===== src/verilog/fsef_regs.vh =====
// Register map, field positions and reset values of the flash
// status and error flag block.
// Assumes a 32-bit APB with byte addresses; each register is one word.
`ifndef FSEF_REGS_VH
`define FSEF_REGS_VH

// Register indices; byte address is four times the index
`define FSEF_IDX_MODCFG 6'h04
`define FSEF_IDX_ERRCFG 6'h05
`define FSEF_IDX_STAT 6'h06
`define FSEF_IDX_ERRSTAT 6'h07

// Module configuration fields
`define FSEF_MODCFG_IGN_SF_BIT 4
`define FSEF_MODCFG_FDF_BIT 1

// Error interrupt configuration fields
`define FSEF_ERRCFG_DF_BIT 1
`define FSEF_ERRCFG_SF_BIT 0

// Command status fields
`define FSEF_STAT_CC_BIT 7
`define FSEF_STAT_ACC_BIT 5
`define FSEF_STAT_PV_BIT 4
`define FSEF_STAT_BUSY_BIT 3
`define FSEF_STAT_RSVD_BIT 2
`define FSEF_STAT_CS_HI 1
`define FSEF_STAT_CS_LO 0

// Error status fields
`define FSEF_ERRSTAT_DF_BIT 1
`define FSEF_ERRSTAT_SF_BIT 0

// Reset values
`define FSEF_MODCFG_RST 8'h00
`define FSEF_ERRCFG_RST 8'h00
`define FSEF_STAT_RST 8'h80
`define FSEF_ERRSTAT_RST 8'h00
`define FSEF_CS_RST 2'h0

`endif


===== src/verilog/fsef_flag.v =====
// Sticky event flag, set by hardware and cleared by software.
// Assumes set and clear come from logic on the same clock.
`timescale 1ns/10ps

module fsef_flag (
    // Clock and reset
    input wire clk,
    input wire rst_n,
    // Event and software clear
    input wire set,
    input wire clr,
    // Flag state
    output wire flag
);

reg flag_q;
reg flag_d;

// Set beats clear so an event in the clearing cycle is kept
always @*
begin
    flag_d = flag_q;
    if (set)
        flag_d = 1'b1;
    else if (clr)
        flag_d = 1'b0;
end

// Flag storage
always @(posedge clk or negedge rst_n)
begin
    if (!rst_n)
        flag_q <= 1'b0;
    else
        flag_q <= flag_d;
end

assign flag = flag_q;

endmodule // fsef_flag


===== src/verilog/fsef_top.v =====
// Status, error flag and error interrupt logic of a flash controller.
// Assumes the command sequencer and array read path run on CLK and
// deliver one-cycle event pulses; software reaches the registers by APB.
//
// How it works
// RL1: Double-fault flag with its enable set requests the error interrupt.
// RL2: Single-fault flag with its enable set requests the error interrupt.
// RL3: Command-complete reads 1 when done; writing 1 clears it and launches.
// RL4: Sequence violation or illegal command sets access error; blocks launch.
// RL5: Access error clears on written 1 only; written 0 leaves it.
// RL6: Protected program or erase sets protection violation; clears on 1.
// RL7: Protection violation refuses new sequences and command launches.
// RL8: Busy reads 1 while a command executes, when command-complete is 0.
// RL9: Status bit 2 is reserved and always reads 0.
// RL10: Completion status bits show errors from command or reset sequence.
// RL11: Only complete, access and protection bits of status take writes.
// RL12: Status reset value may change after a reset-sequence double fault.
// RL13: Array double fault or read of a busy block sets double-fault.
// RL14: Double-fault flag clears only on a written 1.
// RL15: Unless ignored, corrected single fault or busy-block read sets flag.
// RL16: Single-fault flag clears only on a written 1.
// RL17: Ignore-single-fault suppresses single-fault reports and interrupt.
// RL18: Force-double-fault makes every read set double-fault; no result update.
// RL19: Interrupt is OR of each fault flag ANDed with its enable.
//
// Chosen here: register access over APB.
`timescale 1ns/10ps
`include "fsef_regs.vh"

module fsef_top (
    // Clock and reset
    input wire CLK,
    input wire RST_N,
    // APB slave
    input wire PSEL,
    input wire PENABLE,
    input wire PWRITE,
    input wire [7:0] PADDR,
    input wire [31:0] PWDATA,
    input wire [3:0] PSTRB,
    output wire [31:0] PRDATA,
    output wire PREADY,
    output wire PSLVERR,
    // Command sequencer events
    input wire CMD_DONE,
    input wire [1:0] CMD_ERR,
    input wire SEQ_VIOL,
    input wire ILLEGAL_CMD,
    input wire PROT_VIOL,
    input wire INIT_DONE,
    input wire [1:0] INIT_ERR,
    // Command sequencer control
    output wire CMD_LAUNCH,
    output wire SEQ_START_OK,
    // Array read path
    input wire ARRAY_RD,
    input wire RD_SFAULT,
    input wire RD_DFAULT,
    input wire RD_BLK_BUSY,
    output wire ECC_UPDATE,
    // Configuration seen by the read path
    output wire IGNORE_SF,
    output wire FORCE_DF,
    // Error interrupt
    output wire ERR_IRQ
);

// Address decode
wire addr_ok;
wire hit_modcfg;
wire hit_errcfg;
wire hit_stat;
wire hit_errstat;
wire hit_any;
wire acc_phase;
wire wr_en;
wire rd_setup;

// Register state
reg [7:0] modcfg_q;
reg [7:0] modcfg_d;
reg [1:0] errcfg_q;
reg [1:0] errcfg_d;
reg busy_q;
reg busy_d;
reg [1:0] cstat_q;
reg [1:0] cstat_d;
reg launch_q;
reg ecc_upd_q;
reg [31:0] prdata_q;
reg [31:0] prdata_d;
reg [7:0] rd_byte;

// Flag wiring
wire acc_flag;
wire pv_flag;
wire df_flag;
wire sf_flag;
wire acc_set;
wire pv_set;
wire df_set;
wire sf_set;
wire acc_clr;
wire pv_clr;
wire df_clr;
wire sf_clr;
wire launch;
wire cmd_end;
wire ign_sf;
wire force_df;
wire [7:0] stat_byte;
wire [7:0] errstat_byte;

// Word aligned decode of the four register slots
assign addr_ok = (PADDR[1:0] == 2'h0);
assign hit_modcfg = addr_ok && (PADDR[7:2] == `FSEF_IDX_MODCFG);
assign hit_errcfg = addr_ok && (PADDR[7:2] == `FSEF_IDX_ERRCFG);
assign hit_stat = addr_ok && (PADDR[7:2] == `FSEF_IDX_STAT);
assign hit_errstat = addr_ok && (PADDR[7:2] == `FSEF_IDX_ERRSTAT);
assign hit_any = hit_modcfg | hit_errcfg | hit_stat | hit_errstat;

// Writes land only in the access phase; data sits in the low byte lane
assign acc_phase = PSEL & PENABLE;
assign wr_en = acc_phase & PWRITE & PSTRB[0];
assign rd_setup = PSEL & ~PENABLE & ~PWRITE;

// Zero wait states; an unmapped word answers with an error
assign PREADY = 1'b1;
assign PSLVERR = acc_phase & ~hit_any;

// Configuration fields
assign ign_sf = modcfg_q[`FSEF_MODCFG_IGN_SF_BIT];
assign force_df = modcfg_q[`FSEF_MODCFG_FDF_BIT];

// Module configuration: only the two fault controls are stored
always @*
begin
    modcfg_d = modcfg_q;
    if (wr_en && hit_modcfg)
    begin
        modcfg_d = `FSEF_MODCFG_RST;
        modcfg_d[`FSEF_MODCFG_IGN_SF_BIT] = PWDATA[`FSEF_MODCFG_IGN_SF_BIT];
        modcfg_d[`FSEF_MODCFG_FDF_BIT] = PWDATA[`FSEF_MODCFG_FDF_BIT];
    end
end

// Error interrupt enables, both plain read and write
always @*
begin
    errcfg_d = errcfg_q;
    if (wr_en && hit_errcfg)
    begin
        errcfg_d[1] = PWDATA[`FSEF_ERRCFG_DF_BIT];
        errcfg_d[0] = PWDATA[`FSEF_ERRCFG_SF_BIT];
    end
end

// Launch needs an idle controller and both error flags clear
assign launch = wr_en && hit_stat && PWDATA[`FSEF_STAT_CC_BIT] && !busy_q
    && !acc_flag // [RL4]
    && !pv_flag; // [RL7]

// A violation ends the running command as completion does
assign cmd_end = CMD_DONE | SEQ_VIOL | ILLEGAL_CMD | PROT_VIOL;

// Busy state; command-complete is its inverse
always @*
begin
    busy_d = busy_q;
    if (launch)
        busy_d = 1'b1; // [RL3]
    else if (cmd_end)
        busy_d = 1'b0; // [RL3] [RL8]
end

// Completion status: cleared at launch, loaded at command or reset end
always @*
begin
    cstat_d = cstat_q;
    if (launch)
        cstat_d = `FSEF_CS_RST;
    else if (CMD_DONE)
        cstat_d = CMD_ERR; // [RL10]
    else if (INIT_DONE)
        cstat_d = INIT_ERR; // [RL10] [RL12]
end

// Sticky flag events and their software clears
assign acc_set = SEQ_VIOL | ILLEGAL_CMD; // [RL4]
assign acc_clr = wr_en && hit_stat && PWDATA[`FSEF_STAT_ACC_BIT]; // [RL5]
assign pv_set = PROT_VIOL; // [RL6]
assign pv_clr = wr_en && hit_stat && PWDATA[`FSEF_STAT_PV_BIT]; // [RL6]

// A forced fault raises the flag on any read; busy block reads are invalid
assign df_set = ARRAY_RD && (RD_DFAULT || RD_BLK_BUSY || force_df); // [RL13] [RL18]
assign df_clr = wr_en && hit_errstat && PWDATA[`FSEF_ERRSTAT_DF_BIT]; // [RL14]
assign sf_set = ARRAY_RD && !ign_sf && (RD_SFAULT || RD_BLK_BUSY); // [RL15] [RL17]
assign sf_clr = wr_en && hit_errstat && PWDATA[`FSEF_ERRSTAT_SF_BIT]; // [RL16]

// Access error flag
fsef_flag u_acc (
    .clk(CLK),
    .rst_n(RST_N),
    .set(acc_set),
    .clr(acc_clr),
    .flag(acc_flag)
);

// Protection violation flag
fsef_flag u_pv (
    .clk(CLK),
    .rst_n(RST_N),
    .set(pv_set),
    .clr(pv_clr),
    .flag(pv_flag)
);

// Double fault flag
fsef_flag u_df (
    .clk(CLK),
    .rst_n(RST_N),
    .set(df_set),
    .clr(df_clr),
    .flag(df_flag)
);

// Single fault flag
fsef_flag u_sf (
    .clk(CLK),
    .rst_n(RST_N),
    .set(sf_set),
    .clr(sf_clr),
    .flag(sf_flag)
);

// Status byte; bit 2 and bit 6 are tied low and never written
assign stat_byte = {
    ~busy_q, // [RL3]
    1'b0,
    acc_flag,
    pv_flag,
    busy_q, // [RL8]
    1'b0, // [RL9]
    cstat_q // [RL11]
};

// Error status byte
assign errstat_byte = {6'h00, df_flag, sf_flag};

// Read data multiplexer; unmapped words read zero
always @*
begin
    case (PADDR[7:2])
        `FSEF_IDX_MODCFG: rd_byte = modcfg_q;
        `FSEF_IDX_ERRCFG: rd_byte = {6'h00, errcfg_q};
        `FSEF_IDX_STAT: rd_byte = stat_byte;
        `FSEF_IDX_ERRSTAT: rd_byte = errstat_byte;
        default: rd_byte = 8'h00;
    endcase
    if (!addr_ok)
        rd_byte = 8'h00;
end

// Read data is captured in the setup cycle so the bus sees a flop
always @*
begin
    prdata_d = prdata_q;
    if (rd_setup)
        prdata_d = {24'h00_0000, rd_byte};
end

// Registers of the block
always @(posedge CLK or negedge RST_N)
begin
    if (!RST_N)
    begin
        modcfg_q <= `FSEF_MODCFG_RST;
        errcfg_q <= 2'h0;
        busy_q <= 1'b0;
        cstat_q <= `FSEF_CS_RST;
        launch_q <= 1'b0;
        ecc_upd_q <= 1'b0;
        prdata_q <= 32'h0000_0000;
    end
    else
    begin
        modcfg_q <= modcfg_d;
        errcfg_q <= errcfg_d;
        busy_q <= busy_d;
        cstat_q <= cstat_d;
        launch_q <= launch; // [RL3]
        // Results update on a real fault only, never on a forced one
        ecc_upd_q <= ARRAY_RD && (RD_DFAULT || (RD_SFAULT && !ign_sf)); // [RL18]
        prdata_q <= prdata_d;
    end
end

// Outputs to the sequencer and read path
assign CMD_LAUNCH = launch_q;
assign SEQ_START_OK = ~pv_flag; // [RL7]
assign ECC_UPDATE = ecc_upd_q;
assign IGNORE_SF = ign_sf;
assign FORCE_DF = force_df;
assign PRDATA = prdata_q;

// Level interrupt; stays high until software clears the flag or its enable bit
assign ERR_IRQ = (df_flag & errcfg_q[1]) // [RL1] [RL19]
    | (sf_flag & errcfg_q[0]); // [RL2] [RL19]

endmodule // fsef_top


===== config.mk =====
export PLATFORM = sky130hd
export DESIGN_NAME = fsef_top
export DESIGN_NICKNAME = d
export VERILOG_FILES = /design/src/verilog/fsef_flag.v /design/src/verilog/fsef_top.v
export VERILOG_INCLUDE_DIRS = /design/src /design/src/verilog
export SDC_FILE = /design/constraint.sdc
export NUM_CORES = 1
export LEC_CHECK = 0
export BUFFER_PORTS_ARGS = -buffer_cell sky130_fd_sc_hd__buf_2
export CAP_MARGIN = 20
export CORE_ASPECT_RATIO = 2
export CORE_MARGIN = 5
export CORE_UTILIZATION = 39
export CTS_CLUSTER_DIAMETER = 30
export DETAILED_ROUTE_END_ITERATION = 16
export PLACE_DENSITY = 0.87
export SLEW_MARGIN = 10
export SYNTH_ARGS = -nofsm -noshare
export SYNTH_HDL_FRONTEND = slang
export SYNTH_HIERARCHICAL = 1
export SYNTH_SLANG_ARGS = --single-unit
export TNS_END_PERCENT = 50

===== constraint.sdc =====
create_clock -name CLK -period 1.68 [get_ports CLK]
set_input_delay 0.168 -clock CLK [delete_from_list [all_inputs] [get_ports CLK]]
set_output_delay 0.168 -clock CLK [all_outputs]
set_load 0.02 [all_outputs]

# After elaboration in Yosys (flattened, before gate mapping)
# Cells that the tools add are included.
op_classes:
  eq_ne: 4
  muxes: 15
  bitwise_logic: 21
  reduce_logical: 36
ops:
  columns: ["operator", "count"]
  rows:
  - ["case mux 8 bit (4 select lines)", 1]
  - ["== test 6 x 3 -> 1 bit, second input constant", 4]
  - ["logical AND 1 bit", 21]
  - ["2-to-1 mux 1 bit", 10]
  - ["nonzero test 2 bit", 5]
  - ["AND 1 bit", 8]
  - ["2-to-1 mux 8 bit", 1]
  - ["bitwise OR 1 bit", 8]
  - ["2-to-1 mux 2 bit", 3]
  - ["inverter 1 bit", 5]
  - ["zero test 1 bit", 4]
  - ["logical OR 1 bit", 4]
  - ["nonzero test 3 bit", 1]
  - ["zero test 2 bit", 1]
word_totals:
  register_bits: 21
  input_bits: 62
  output_inout_bits: 40

# Depth between registers and ports, before layout
depth:
  ltp_word: 9
  depth_mapped: 6
  mapped_depth_nobuf: 5

# Hierarchy
# The synthesis kept the hierarchy.
modules_own_cells:
  columns: ["mod", "instances", "cells_per_inst", "area_per_inst_um2", "seq_area_each_um2"]
  rows:
  - ["fsef_top", 1, 109, 1118.6, 375.4]
  - ["fsef_flag", 4, 3, 36.3, 25.0]

# Least setup slack after synthesis
# No wires, ideal clock.
synth_path:
  kind: "input -> register"
  from: "in PADDR[5]"
  to: "reg u_pv.flag_q (netlist: u_pv/flag)"
  setup_time_ns: 0.118
  arrival_ns: 1.446
  required_ns: 1.562
  slack_ns: 0.116
  path_stages: 6
  path_cell_list: "or4b_4 > buf_6 > nor4_2 > and2_1 > inv_1 > a21o_1"
synth_via:
  elab_chain_len: 5
synth_lines:
  columns: ["element", "line", "rtl"]
  rows:
  - ["start: declaration", "fsef_top.v:38", "input wire [7:0] PADDR,"]
  - ["== test 6 x 3 -> 1 bit", null, null]
  - ["logical AND 1 bit", "fsef_top.v:118", "assign hit_stat = addr_ok && (PADDR[7:2] == `FSEF_IDX_STAT);"]
  - ["logical AND 1 bit (2 in a row)", "fsef_top.v:192", "assign pv_clr = wr_en && hit_stat && PWDATA[`FSEF_STAT_PV_BIT];"]
  - ["via pv_clr", "fsef_top.v:104", "wire pv_clr;"]
  - ["nonzero test 2 bit (no source line)", null, null]
  - ["end signal: assignment", "fsef_flag.v:35", "flag_q <= flag_d;"]
  - ["end: declaration", "fsef_flag.v:16", "reg flag_q;"]
# The timed path passes the listed nets, and every way through them passes these cells.
# A chain may end at the register's enable or synchronous reset.

# Final worst setup path
layout_path:
  from: "in PADDR[6]"
  to: "out PSLVERR"
layout_via:
  elab_chain_len: 7
  word_cells_on_any_way: 13
  cone_classes: "eq/ne (4); bitwise (5); reduce/logical (4)"
layout_lines:
  columns: ["element", "line", "rtl"]
  rows:
  - ["== test 6 x 3 -> 1 bit", null, null]
  - ["logical AND 1 bit, on equally long branches", "fsef_top.v:116, fsef_top.v:117", null]
  - ["bitwise OR 1 bit (2 in a row)", "fsef_top.v:120", "assign hit_any = hit_modcfg | hit_errcfg | hit_stat | hit_errstat;"]
  - ["bitwise OR 1 bit *", "fsef_top.v:120", null]
  - ["inverter 1 bit *", "fsef_top.v:129", "assign PSLVERR = acc_phase & ~hit_any;"]
  - ["AND 1 bit *", "fsef_top.v:129", null]
  - ["end: declaration", "fsef_top.v:43", "output wire PSLVERR,"]
# Mark *: on every way between the ends. The rest lies on a longest branch, timed or not.

==> metrics.txt <==
number of nets in the finished design 230; Max Root-Sink Buffers 2; global-route congestion overflow total 0; fraction of registers with async set/reset 100%; crit path buf inv count 2; largest area contributor in the synthesized netlist dfrtp_1; number of global-route vias before repair 1016; Max Transition Viols Final 0; H-tree depth 1; WP data arrival 1470 ps; CP max stage cell or4b_4; global-route wire length before repair 4160 um; antenna violations before repair 0; total of flip-flops plus latches after synthesis 19; most frequently used flop master after synthesis dfrtp_1; Worst Clk Skew 1.19 ps; effective utilization at floorplan 40.0%; CP endpoint kind output port; Static Leakage 0.778 nW; CTS root buf clkbuf_8; cell area after synthesis 1260 sq um; required time reported for the critical path endpoint 1510 ps; number of gates given a new drive strength after cts 0; detail-routed net length per standard cell 13.3 um; number of buffers inserted during clock tree synthesis 3; dpl hpwl 2270 um; proportion of netlist area held by the largest area contributor 37.6%; reg-to-reg critical path endpoint PRDATA[1]; DRC Markers 0; Maximum Capacitance Violations 0; depth of the worst register-to-register path 2; y dimension of the die 90.5 um; width of the chip 50.3 um; worst hold path startpoint PROT_VIOL; worst voltage drop across the vdd grid 0.518 mV; count of different cell masters after synthesis 37; Vias 951; cell breakdown of the critical path buf_2 -> or4b_4 -> or2_1 -> and3_2 -> buf_2; number of hold-slack violations in the final timing report 0; number of placed I/O pins 102; area of the die 4550 sq um; count of buffers inserted at the top-level ports 44; number of cells on the worst hold path 2; area of the placeable core 3160 sq um; crit share post-route 97.7%; switching component of the power 0.000256 W; Slowest Stage Delay on Critical Path 590 ps; category of the worst setup path launch point input port; Post-Route WL 2630 um; slack of the worst reg-to-reg path 510 ps; non-filler cells in the finished layout 198; cell-internal power 0.000693 W; post-synthesis instance total 121; HP Class in2reg; first-pass iteration count of the detailed router 2; TritonCTS clock tree built; start of the worst register-to-register path modcfg_q[1]; fraction of power spent switching nets 27.0%; warnings from Yosys 6; Peak Freq 609 MHz; sequential power share 49.6%; fraction of layout instances using a drive strength above 1 43.1%; number of enable flip-flop cells after synthesis 0; global placement routability congestion 0.710; sequential-to-total area share from yosys stat 37.6%; clock transition at the registers of the reported paths 60 ps; FP Rows 29; worst setup path category in2out; cell area power density 645 nW/um^2; Detail Route Antenna Nets 0; utilization of the core after routing 46.7%; run status finished, final reports clean; area growth from synthesis to layout 16.5%; proportion of power drawn by combinational gates 18.5%; diode count 0; clock latency of the later-clocked register in the worst-skew pair 250 ps; minimum clock period after layout 1640 ps; cell with the most instances on the worst path buf_2; clk sinks 19; synth top area cells dfrtp_1 (38%), buf_4 (16%), mux2_2 (5.3%); worst-path fanout max 6; number of setup violations in the final report 0; Via-to-Cell Ratio 4.80; overall fraction of global-route tracks in use 11.5%; clock group share of total power 31.9%; WHS Endpoint u_pv/flag; largest net degree at the start of global routing 20; Crit path max-delay family simple AND/OR/NAND/NOR gates; setup repair after global routing missed its margin false; number of placed instances, taps included 191; mean post-synth cell area 10.4 sq um; DR iter-0 viols 11
## sequential cells by signal, summed over array words and instances (netlist names), 2 cells and up
register,flops
PRDATA,6
cstat_q,2
errcfg_q,2
modcfg_q,2
## worst max-delay path by stage
stage               startpoint          end  slack, ps  cells after the start
finish                PADDR[6]      PSLVERR         40                      5
global route          PADDR[6]      PSLVERR          1                      5
CTS                   PADDR[5]      PSLVERR        0.2                      5
detailed placement    PADDR[5]  errcfg_q[1]         -4                      4
global placement      PADDR[5]      PSLVERR         10                      5
floorplan             PADDR[5]    u_pv/flag        120                      6
## area by class of cell
cell class	instances	area, sq um
Clock buffer	4	45.0
Fill cell	314	1680
Inverter	7	26.3
Multi-Input combinational cell	88	627
Sequential cell	19	475
Tap cell	31	38.8
Timing Repair Buffer	49	260
## worst reg2reg max path: cells and delay by family (launching register included)
| family | cells | cell delay [ps] |
|---|---|---|
| compound gates | 1 | 180 |
| flops | 1 | 420 |
| mux | 1 | 460 |
## synth_stat cells (2+ instances only)
| cell | number |
|---|---|
| or2_2 | 3 |
| nor3_1 | 3 |
| a21oi_1 | 2 |
| clkbuf_1 | 3 |
| o31ai_2 | 3 |
| mux2_2 | 6 |
| nand2_1 | 5 |
| nor2_1 | 2 |
| dfrtp_1 | 19 |
| conb_1 | 2 |
| and2_1 | 3 |
| inv_1 | 7 |
| nand3_1 | 2 |
| a22o_1 | 3 |
| mux2i_1 | 5 |
| a21o_1 | 5 |
| nand2b_1 | 2 |
| buf_4 | 27 |
## per-stage QoR
stage          total power (W)  area (sq um)  TNS (ps)  setup WS [ps]  hold WS [ps]
3_3_place_gp          0.000648          1400         0           10.8           122
4_1_cts               0.000958          1460         0          0.244           122
5_1_grt               0.000995          1470         0           1.06           139
6_report              0.000949          1470         0           38.3           126
2_1_floorplan         0.000639          1360         0            116          -128
3_5_place_dp          0.000651          1400     -3.82          -3.82           128
## logic make-up (layout without fill, tap and decap cells)
| kind of cell | Yosys count | in the layout | synth area share, % |
|---|---|---|---|
| AO/OA/AOI/OAI | 16 | 16 | 11.4 |
| buffers and inverters | 39 | 60 | 20.2 |
| flip-flops | 19 | 19 | 37.6 |
| multiplexers | 12 | 12 | 11.1 |
| other | 2 | 27 | 0.594 |
| AND/OR/NAND/NOR | 33 | 33 | 19.1 |
## metal layers
| layer | vias up | GRT usage (%) | part of all wire (%) |
|---|---|---|---|
| li1 | 454 | - | - |
| met1 | 452 | 10.3 | 32 |
| met2 | 43 | 21.5 | 58 |
| met3 | 2 | 1.98 | 7.6 |
| met4 | 0 | 7.44 | 1.8 |
| met5 | - | 0 | 0 |
## cells in the final DEF (no fill, tap or decap), types with 2 or more instances in the layout
| master | synthesis | routed |
|---|---|---|
| nand2b_1 | 2 | 2 |
| buf_4 | 27 | 4 |
| clkbuf_8 | 0 | 3 |
| a21oi_1 | 2 | 2 |
| mux2i_1 | 5 | 5 |
| and2_1 | 3 | 3 |
| nand3_1 | 2 | 2 |
| dfrtp_1 | 19 | 19 |
| or2_2 | 3 | 3 |
| o31ai_2 | 3 | 3 |
| mux2_2 | 6 | 6 |
| nor2_1 | 2 | 2 |
| a22o_1 | 3 | 3 |
| nor3_1 | 3 | 3 |
| buf_2 | 0 | 44 |
| a21o_1 | 5 | 5 |
| conb_1 | 2 | 27 |
| nand2_1 | 5 | 5 |
| inv_1 | 7 | 7 |
## what timing repair did
item,in CTS,in global routing
setup buffers,0,2
endpoints found under the hold margin,19,0
endpoints found under the setup margin,0,1
hold buffers,1,0
## power groups by stage
stage	sequential [W]	combinational, W	clock, W
finish	0.000471	0.000176	0.000303
floorplan	0.000480	0.000159	0
CTS	0.000471	0.000174	0.000314
global placement	0.000479	0.000169	0
detailed placement	0.000479	0.000172	0
global route	0.000471	0.000193	0.000331
(Power assumes the default switching activity.)
